===== config.mk =====
export PLATFORM = sky130hd
export DESIGN_NAME = lpcc_ctrl
export DESIGN_NICKNAME = d
export VERILOG_FILES = /design/src/design/lpcc_pkg.sv /design/src/design/lpcc_ctrl.sv
export SDC_FILE = /design/constraint.sdc
export NUM_CORES = 1
export LEC_CHECK = 0
export ABC_AREA = 1
export BUFFER_PORTS_ARGS = -buffer_cell sky130_fd_sc_hd__buf_2
export CORE_MARGIN = 5
export CORE_UTILIZATION = 45
export DETAILED_ROUTE_END_ITERATION = 7
export GPL_TIMING_DRIVEN = 0
export PLACE_DENSITY = 0.76
export SLEW_MARGIN = 20
export SYNTH_ARGS = -nofsm -noshare
export SYNTH_HDL_FRONTEND = slang
export SYNTH_SLANG_ARGS = --single-unit

===== constraint.sdc =====
create_clock -name clk -period 1.3 [get_ports clk]
set_input_delay 0.39 -clock clk [delete_from_list [all_inputs] [get_ports clk]]
set_output_delay 0.39 -clock clk [all_outputs]
set_load 0.03 [all_outputs]

===== src/design/lpcc_pkg.sv =====
package lpcc_pkg;
	// Offset 0x11 is not a multiple of four: kept as index, byte address is four times it
	localparam logic [7:0]  LPCC_IDX_CONTROL   = 8'h11;
	localparam logic [31:0] LPCC_ADDR_CONTROL  = {22'h00_0000, LPCC_IDX_CONTROL, 2'b00};
	localparam logic [31:0] LPCC_ADDR_STATUS   = 32'h0000_0060;
	localparam logic [7:0]  LPCC_CONTROL_RESET = 8'h00;
	localparam logic [7:0]  LPCC_STATUS_RESET  = 8'h00;
	localparam int LPCC_BIT_CAL_START  = 6;
	localparam int LPCC_BIT_CAL_OFF    = 5;
	localparam int LPCC_BIT_CUR_LIMIT  = 4;
	localparam int LPCC_BIT_OVL_EN     = 3;
	localparam int LPCC_BIT_BILL_EN    = 2;
	localparam int LPCC_BIT_RX_OVL     = 1;
	localparam int LPCC_BIT_BILL_FLAG  = 0;
	localparam logic [4:0]  LPCC_LOOP_FULL     = 5'h1F;
	localparam logic [1:0]  LPCC_HTRANS_NONSEQ = 2'h2;
	localparam logic [2:0]  LPCC_HSIZE_WORD    = 3'h2;
endpackage


===== src/design/lpcc_ctrl.sv =====
// Implementation choice: the AHB-Lite interface to the registers.
`timescale 1ns/1ns
// Summary of operation
// - Writing one to manual calibration bit starts a calibration cycle.
// - Auto-calibration disable bit set skips automatic calibration.
// - Current-limit bit selects the current-limiting termination mode.
// - Off-hook, overload enabled, loop level all ones: protect and flag overload.
// - Writing zero to overload enable leaves the protected state.
// - Off-hook, billing enabled, billing flag rises: 800 ohm, stop voltage tracking.
// - Otherwise termination-voltage pin follows the receive input.
// - Billing and receive-overload detection active once off-hook delay expires.
// - Receive overload flag sets on excessive input, cleared by writing zero.
// - Billing-tone flag sets on detected tone, cleared by writing zero.
// - All bits reset to zero; bit 7 reserved, reads zero.
module lpcc_ctrl
	import lpcc_pkg::*;
(
	input  wire logic        clk,
	input  wire logic        rst_n,
	input  wire logic        clk_en,
	input  wire logic        hsel,
	input  wire logic [31:0] haddr,
	input  wire logic [1:0]  htrans,
	input  wire logic        hwrite,
	input  wire logic [2:0]  hsize,
	input  wire logic [31:0] hwdata,
	input  wire logic        hready,
	output logic      [31:0] hrdata,
	output logic             hreadyout,
	output logic             hresp,
	input  wire logic        off_hook,
	input  wire logic        offhook_delay_done,
	input  wire logic [4:0]  loop_current_level,
	input  wire logic        receive_below_ground,
	input  wire logic        billing_tone_seen,
	input  wire logic        receive_input,
	input  wire logic        cal_done,
	output logic             cal_start,
	output logic             auto_cal_disable,
	output logic             current_limit_select,
	output logic             dc_term_disable,
	output logic             hookswitch_reduce,
	output logic             overload_detected_flag,
	output logic             billing_protect_active,
	output logic             termination_voltage_pin
);

	typedef enum logic [1:0] {LPCC_IDLE = 2'b00, LPCC_CAL = 2'b01} lpcc_cal_e;

	logic [1:0] sync0_reg;
	logic [1:0] sync1_reg;
	logic [4:0] lvl0_reg;
	logic [4:0] lvl1_reg;
	logic [4:0] ext0_reg;
	logic [4:0] ext1_reg;
	logic [7:0] ctrl_reg;
	logic       wr_pend_reg;
	logic       rd_pend_reg;
	logic [31:0] addr_reg;
	logic       flag_prev_reg;
	logic       ovl_prot_reg;
	logic       bt_prot_reg;
	logic       ovl_seen_reg;
	logic       vtrack_reg;
	lpcc_cal_e  cal_reg;
	logic       cal_pulse_reg;
	logic [31:0] rdata_reg;

	logic s_off_hook;
	logic s_delay_done;
	logic s_rx_low;
	logic s_bt_seen;
	logic s_rx_in;
	logic s_cal_done;
	logic detect_en;
	logic wr_ctrl;
	logic addr_ok;
	logic take;

	assign s_off_hook   = sync1_reg[0];
	assign s_delay_done = sync1_reg[1];
	assign s_rx_low     = ext1_reg[0];
	assign s_bt_seen    = ext1_reg[1];
	assign s_rx_in      = ext1_reg[2];
	assign s_cal_done   = ext1_reg[3];

	// Pins cross two flip-flops before use
	always_ff @(posedge clk or negedge rst_n) begin
		if (!rst_n) begin
			sync0_reg <= 2'b00;
			sync1_reg <= 2'b00;
			lvl0_reg  <= 5'h00;
			lvl1_reg  <= 5'h00;
			ext0_reg  <= 5'h00;
			ext1_reg  <= 5'h00;
		end else if (clk_en) begin
			sync0_reg <= {offhook_delay_done, off_hook};
			sync1_reg <= sync0_reg;
			lvl0_reg  <= loop_current_level;
			lvl1_reg  <= lvl0_reg;
			ext0_reg  <= {1'b0, cal_done, receive_input, billing_tone_seen,
				receive_below_ground};
			ext1_reg  <= ext0_reg;
		end
	end

	// Bus slave: zero wait states, unmapped reads return zero, writes ignored
	assign hreadyout = 1'b1;
	assign hresp     = 1'b0;
	assign take      = hsel && hready && (htrans == LPCC_HTRANS_NONSEQ)
		&& (hsize == LPCC_HSIZE_WORD);
	assign addr_ok   = (addr_reg == LPCC_ADDR_CONTROL);
	assign wr_ctrl   = wr_pend_reg && addr_ok;
	assign hrdata    = rdata_reg;

	always_ff @(posedge clk or negedge rst_n) begin
		if (!rst_n) begin
			wr_pend_reg <= 1'b0;
			rd_pend_reg <= 1'b0;
			addr_reg    <= 32'h0000_0000;
		end else if (clk_en) begin
			wr_pend_reg <= take && hwrite;
			rd_pend_reg <= take && !hwrite;
			addr_reg    <= take ? haddr : addr_reg;
		end
	end

	always_ff @(posedge clk or negedge rst_n) begin
		if (!rst_n) begin
			rdata_reg <= 32'h0000_0000;
		end else if (clk_en && take && !hwrite) begin
			if (haddr == LPCC_ADDR_CONTROL) begin
				rdata_reg <= {24'h00_0000, ctrl_reg};
			end else if (haddr == LPCC_ADDR_STATUS) begin
				rdata_reg <= {28'h000_0000, bt_prot_reg, ovl_prot_reg, cal_reg == LPCC_CAL,
					ovl_seen_reg};
			end else begin
				rdata_reg <= 32'h0000_0000;
			end
		end
	end

	// detection gated by off-hook and by off-hook delay done
	assign detect_en = s_off_hook && s_delay_done;

	always_ff @(posedge clk or negedge rst_n) begin
		if (!rst_n) begin
			ctrl_reg <= LPCC_CONTROL_RESET;
		end else if (clk_en) begin
			if (wr_ctrl) begin
				ctrl_reg[7:2] <= {1'b0, hwdata[6:2]};
			end else if (cal_reg == LPCC_CAL && s_cal_done) begin
				ctrl_reg[LPCC_BIT_CAL_START] <= 1'b0;
			end
			// receive overload sticky, set beats clear
			if (detect_en && s_rx_low) begin
				ctrl_reg[LPCC_BIT_RX_OVL] <= 1'b1;
			end else if (wr_ctrl && !hwdata[LPCC_BIT_RX_OVL]) begin
				ctrl_reg[LPCC_BIT_RX_OVL] <= 1'b0;
			end
			// billing flag sticky, set beats clear
			if (detect_en && s_bt_seen) begin
				ctrl_reg[LPCC_BIT_BILL_FLAG] <= 1'b1;
			end else if (wr_ctrl && !hwdata[LPCC_BIT_BILL_FLAG]) begin
				ctrl_reg[LPCC_BIT_BILL_FLAG] <= 1'b0;
			end
		end
	end

	// one-cycle start on a written one
	always_ff @(posedge clk or negedge rst_n) begin
		if (!rst_n) begin
			cal_reg       <= LPCC_IDLE;
			cal_pulse_reg <= 1'b0;
		end else if (clk_en) begin
			cal_pulse_reg <= 1'b0;
			unique case (cal_reg)
				LPCC_IDLE: begin
					if (wr_ctrl && hwdata[LPCC_BIT_CAL_START]) begin
						cal_reg       <= LPCC_CAL;
						cal_pulse_reg <= 1'b1;
					end
				end
				LPCC_CAL: begin
					if (s_cal_done) begin
						cal_reg <= LPCC_IDLE;
					end
				end
			endcase
		end
	end

	assign cal_start = cal_pulse_reg;
	assign auto_cal_disable = ctrl_reg[LPCC_BIT_CAL_OFF];
	assign current_limit_select = ctrl_reg[LPCC_BIT_CUR_LIMIT];

	always_ff @(posedge clk or negedge rst_n) begin
		if (!rst_n) begin
			ovl_prot_reg <= 1'b0;
			ovl_seen_reg <= 1'b0;
		end else if (clk_en) begin
			if (!ctrl_reg[LPCC_BIT_OVL_EN]) begin
				ovl_prot_reg <= 1'b0;
			end else if (s_off_hook && lvl1_reg == LPCC_LOOP_FULL) begin
				ovl_prot_reg <= 1'b1;
			end
			if (s_off_hook && ctrl_reg[LPCC_BIT_OVL_EN] && lvl1_reg == LPCC_LOOP_FULL) begin
				ovl_seen_reg <= 1'b1;
			end else if (!ctrl_reg[LPCC_BIT_OVL_EN]) begin
				ovl_seen_reg <= 1'b0;
			end
		end
	end

	always_ff @(posedge clk or negedge rst_n) begin
		if (!rst_n) begin
			flag_prev_reg <= 1'b0;
			bt_prot_reg   <= 1'b0;
		end else if (clk_en) begin
			flag_prev_reg <= ctrl_reg[LPCC_BIT_BILL_FLAG];
			if (!s_off_hook || !ctrl_reg[LPCC_BIT_BILL_EN] || !ctrl_reg[LPCC_BIT_BILL_FLAG]) begin
				bt_prot_reg <= 1'b0;
			end else if (ctrl_reg[LPCC_BIT_BILL_FLAG] && !flag_prev_reg) begin
				bt_prot_reg <= 1'b1;
			end
		end
	end

	always_ff @(posedge clk or negedge rst_n) begin
		if (!rst_n) begin
			vtrack_reg <= 1'b0;
		end else if (clk_en && !bt_prot_reg) begin
			vtrack_reg <= s_rx_in;
		end
	end

	assign dc_term_disable         = ovl_prot_reg || bt_prot_reg;
	assign hookswitch_reduce       = ovl_prot_reg;
	assign overload_detected_flag  = ovl_seen_reg;
	assign billing_protect_active  = bt_prot_reg;
	assign termination_voltage_pin = vtrack_reg;
endmodule


==> metrics, run 1 <==
crit path DAT 1.06 ns; PwrDens 1170 nW/um2; RR Startpoint hookswitch_reduce; wire length of the first global-routing pass 13.60 mm; fraction of the mapped netlist area in simple logic gates 28.83%; dpl hpwl 5.871 mm; Synth area leaders dfrtp_1 (54%), nand2_1 (18%), buf_4 (5.7%); R2R setup slack -0.12 ns; final wirelength approximately 8.4 mm; Seq. cell area 1902 um2; Hold WC Path Type in2async; Reg2Reg Depth 8; CP endpoint kind output pin; CTS Hold Buffers Added 0; Clock Sinks 76; Die Y 98.71 um; max_cap viols 0; largest area contributor in the netlist dfrtp_1; multiplexer area fraction after synthesis 0%; # port buffers 75; WP data required 0.91 ns; post-synthesis async set-or-reset flop share 100.0%; part of the Yosys area used for sequential elements about 54%; failing checks setup timing; Internal Pwr Total 4.048 mW; area added between synthesis and finish 34.74%; sequential share of power 48.3%; number of cells produced by synthesis 435; GP Congestion 0.8015; WL/cell roughly 12 um; largest net degree at the start of global routing 40; minimum clock period 1.446 ns; clk root buf clkbuf_8; Leak Pwr 2.667 nW; FF-to-FF End hookswitch_reduce; CTS tree built; commonest cells after routing, fill and taps aside nand2_1 (167), dfrtp_1 (76), buf_2 (61); most common cell after layout, fill and taps aside nand2_1; DRT iter0 DRCs 135; Synth Area in Compound Gates 5.654%; Hold Vio Cnt, Final 0; Ys Warns 0; mean post-synth cell area 8.140 um2; initial core utilization a little under half; CP max FO 3; clock network power share 36.6%; vias in the first global route 3063; Peak VDD IR roughly 0.7 mV; top cell type's share of synthesized area 53.71%; IO Count 128; post-route ant nets 0; dpl cells around 640; core area 7687 um2; max-slew violation count 0; Gate power share 15.1%; fin util 62.06%; CTS Buf Count 9; multi-input logic area 1409 um2; Synth Flop Type dfrtp_1; fin cells roughly 680; router iterations before antenna repair 4; vias per cell 4.507; Switching Share 27.45%; Startpoint Class register; Post-synth EDFFs 0; n_diodes 0; Fin Clk Skew ~0.014 ns; die width 98.71 um; H-Tree Level Count 3; Residual DRC 0; unrepaired setup endpoints after global routing true; flops & latches, synth 76; Yosys cell types 27; Clock transition at path regs 0.09 ns; largest family of logic cells by synthesized area simple AND/OR/NAND/NOR gates; DR vias ~3100; GRT overflow 0; total power ~5.6 mW; clock buffer depth 2; Fillers 699; synthesized cell area 3541 um2; Total GRT Usage between 15 and 20%; XOR/XNOR share of the synthesized area 0%; row count 32; FMAX 691.6 MHz; max FFs per register 32; status finished with violations; Switching Power 1.532 mW; Skew-Pair Late Insertion Delay 0.35 ns; Crit Path Class reg2out; final worst-path cycle share 111.2%; Synth Area in Adders 0%; nets 658; Final Setup Violations 15; fin worst setup slack -0.1460 ns; die area 9743 um2; initial antenna violation count 0; layout cell share with drive strength beyond 1 30.50%
==> synth_stat cells, types with 2 or more instances <==
| master | count |
|---|---|
| a21oi_1 | 5 |
| buf_4 | 27 |
| buf_6 | 4 |
| clkbuf_1 | 5 |
| conb_1 | 2 |
| dfrtp_1 | 76 |
| inv_1 | 34 |
| nand2_1 | 170 |
| nand3_1 | 27 |
| nand3b_1 | 3 |
| nand4_1 | 4 |
| nor2_1 | 37 |
| o21ai_0 | 9 |
| o21ai_1 | 16 |
| o21ai_2 | 4 |
==> how the worst max path moves through the flow <==
| stage | end | startpoint | cells past startpoint | slack, ns |
|---|---|---|---|---|
| 6_report | dc_term_disable | hookswitch_reduce | 3 | -0.15 |
| 5_1_grt | dc_term_disable | hookswitch_reduce | 3 | -0.17 |
| 4_1_cts | dc_term_disable | hookswitch_reduce | 3 | -0.13 |
| 3_5_place_dp | addr_reg[15] | hsize[2] | 7 | -0.50 |
| 3_3_place_gp | hrdata[5] | rst_n | 1 | -0.59 |
| 2_1_floorplan | addr_reg[23] | hsize[2] | 6 | -0.17 |
==> what timing repair did <==
item | CTS | global route
resized for setup | 37 | 19
setup buffers | 17 | 9
pin swaps | 5 | 10
setup endpoints to repair | 64 | 44
==> logic make-up (layout without fill, tap and decap cells) <==
family	after synthesis	in the layout
simple gates	247	247
flops	76	76
buf+inv	74	191
compound gates	36	36
other cells	2	27
==> power groups by stage <==
stage | clock network (mW) | logic [mW] | registers (mW)
floorplan | 0 | 0.496 | 2.72
global route | 2.18 | 0.952 | 2.72
detailed placement | 0 | 0.764 | 2.73
global placement | 0 | 0.731 | 2.72
CTS | 2.05 | 0.834 | 2.69
finish | 2.04 | 0.844 | 2.69
==> critical path: stages, from the launching register on <==
cell and delay (ns):
dfrtp_1 0.43, inv_2 0.09, nand2_2 0.06, buf_6 0.13
==> layout make-up <==
class | count | share of cell area, %
Clock inverter | 5 | 1.757
Multi-Input combinational cell | 310 | 29.53
Clock buffer | 11 | 2.964
Buffer | 38 | 5.770
Sequential cell | 76 | 39.86
Timing Repair Buffer | 101 | 14.61
Inverter | 36 | 2.832
Tap cell | 102 | 2.675
==> routing by layer <==
metal / GRT usage [%] / up-vias / share of wire (%)
met5: 0 / - / 0
met3: 5.025 / 12 / 7.5
met2: 29.75 / 105 / 51
met1: 19.83 / 1376 / 40
li1: - / 1567 / -
met4: 7.248 / 0 / 1.4
==> per-stage QoR <==
stage                     hold slack, ns  instance area, um2  TNS [ns]  setup slack (ns)
after floorplan                  0.09441                3637    -5.601           -0.1745
after global placement            0.4494                4140    -66.25           -0.5924
after detailed placement          0.3947                4163    -23.86           -0.4952
after CTS                        0.01619                4624    -1.108           -0.1309
after global routing             0.03085                4771    -1.733           -0.1697
final                          0.0001203                4771   -0.7449           -0.1460
Power figures use the tool's default switching activity.
==> run 2, diff against run 1 <==
Settings changed: PLACE_DENSITY 0.76 to 0.82.
==> metrics, run 2 (synthesized netlist as in run 1, its figures left out) <==
status finished with violations; failing checks setup timing; core area 7687 um2; max-slew violation count 0; worst-path cell chain inv_2 -> nand2_2 -> buf_6; dpl hpwl 5.994 mm; vias in the first global route 3044; Total GRT Usage 18.07%; initial core utilization 46.06%; DRT iter0 DRCs 131; Startpoint Class register; PwrDens 1157 nW/um2; initial antenna violation count 0; CTS tree built; unrepaired setup endpoints after global routing true; GRT overflow 0; Hold WC Path Type in2reg; IO Count 128; die width 98.71 um; final worst-path cycle share 111.4%; area added between synthesis and finish 32.83%; CP max stage cell dfrtp_1; Peak VDD IR 0.6696 mV; Skew-Pair Late Insertion Delay ~0.35 ns; die area 9743 um2; vias per cell 4.613; Gate power share 15.8%; post-route ant nets 0; final wirelength 8.439 mm; Switching Share between 20% and 30%; clock buffer depth 2; nets 651; Final Setup Violations 15; row count 32; Crit Path Class reg2out; max_cap viols 0; Die Y 98.71 um; max incr delay on CP 0.43 ns; fin cells ~670; Residual DRC 0; router iterations before antenna repair 4; Buf/Inv on CP 2; largest net degree at the start of global routing 50; commonest cells after routing, fill and taps aside nand2_1 (163), dfrtp_1 (76), buf_2 (60); worst slack at placement -0.4793 ns; Clock transition at path regs roughly 0.080 ns; Placed Area 4170 um2; WL/cell 12.58 um; minimum clock period 1.448 ns; n_diodes 0; fin worst setup slack -0.1478 ns; # port buffers 75; most common cell after layout, fill and taps aside nand2_1; max FFs per register 32; Hold Vio Cnt, Final 0; Leak Pwr 2.630 nW; final instance area 4703 um2; H-Tree Level Count 3; CP endpoint kind output pin; CP top delay family flip-flops; GP Congestion around 0.78; CP max FO 3; final setup TNS -1.186 ns; sequential share of power approximately half; Internal Pwr Total 3.947 mW; clk root buf clkbuf_8; Fillers between 600 and 700; clock network power share 34.7%; Switching Power 1.494 mW; dpl cells 638; CTS Buf Count 9; Clock Sinks 76; layout cell share with drive strength beyond 1 30.05%; FMAX 690.7 MHz; wire length of the first global-routing pass 14.15 mm; WP data required 0.91 ns; DR vias around 3100; crit path DAT 1.06 ns; Fin Clk Skew roughly 0.010 ns
-- run 2: cell count changes in the layout (fill, tap and decap cells not counted), moves of 2 or more --
cell and change:
buf_12 -2, buf_4 -7, clkbuf_8 +2, nand2_1 -4
nand2_2 +4, nand3_2 +2
-- run 2: worst register-to-register path, delay by kind of cell, from the launching register on --
| kind | cells | cell delay (ns) |
|---|---|---|
| buf+inv | 1 | 0.16 |
| flops | 1 | 0.39 |
| simple gates | 7 | 0.81 |
-- run 2: cell type report --
| cell class | instances | area [um2] | share of cell area, % |
|---|---|---|---|
| inverter | 36 | 135.1 | 2.873 |
| tap | 102 | 127.6 | 2.713 |
| sequential | 76 | 1902 | 40.44 |
| timing repair buffer | 94 | 648.1 | 13.78 |
| buffer | 38 | 275.3 | 5.853 |
| clock inverter | 3 | 45.04 | 0.9577 |
| multi-input combinational | 310 | 1405 | 29.88 |
| clock buffer | 12 | 165.2 | 3.512 |
-- run 2: final timing paths --
path	from	to	slack [ns]	cells after the start
max in group asynchronous	rst_n	addr_reg[29]	0.24	3
hold reg to reg	addr_reg[26]	addr_reg[26]	0.48	2
setup reg to reg	addr_reg[20]	ctrl_reg[3]	-0.12	8
setup / recovery	billing_protect_active	dc_term_disable	-0.15	3
hold / removal	offhook_delay_done	sync0_reg[1]	0.23	3
min in group asynchronous	rst_n	sync0_reg[0]	0.50	2
-- run 2: power groups by stage --
stage | logic [mW] | clock network [mW] | registers, mW
after detailed placement | 0.768 | 0 | 2.73
after global placement | 0.731 | 0 | 2.72
final | 0.862 | 1.89 | 2.69
after floorplan | 0.496 | 0 | 2.72
after CTS | 0.834 | 1.92 | 2.69
after global routing | 0.969 | 2.05 | 2.72
-- run 2: metal layers --
metal / track usage (%) / vias to the layer above / part of all wire [%]
met4: 5.987 / 0 / 2.1
li1: - / 1560 / -
met1: 22.51 / 1427 / 42
met2: 30.32 / 90 / 51
met3: 5.166 / 18 / 5.6
met5: 0 / - / 0
-- run 2: through the flow --
step	utilization (%)	hold slack (ns)	power [mW]
finish	61.18	0.2346	5.440
global placement	53.86	0.4504	3.452
floorplan	-	0.09441	3.213
CTS	59.98	0.2198	5.437
global route	61.18	0.2135	5.734
detailed placement	54.25	0.3378	3.495
-- run 2: timing repair --
| action | 4_1_cts | 5_1_grt |
|---|---|---|
| pin swaps | 4 | 9 |
| endpoints found under the setup margin | 60 | 56 |
| hold buffers | 1 | 0 |
| hold endpoints to repair | 27 | 0 |
| gates resized for setup | 43 | 16 |
| buffers inserted | 12 | 5 |
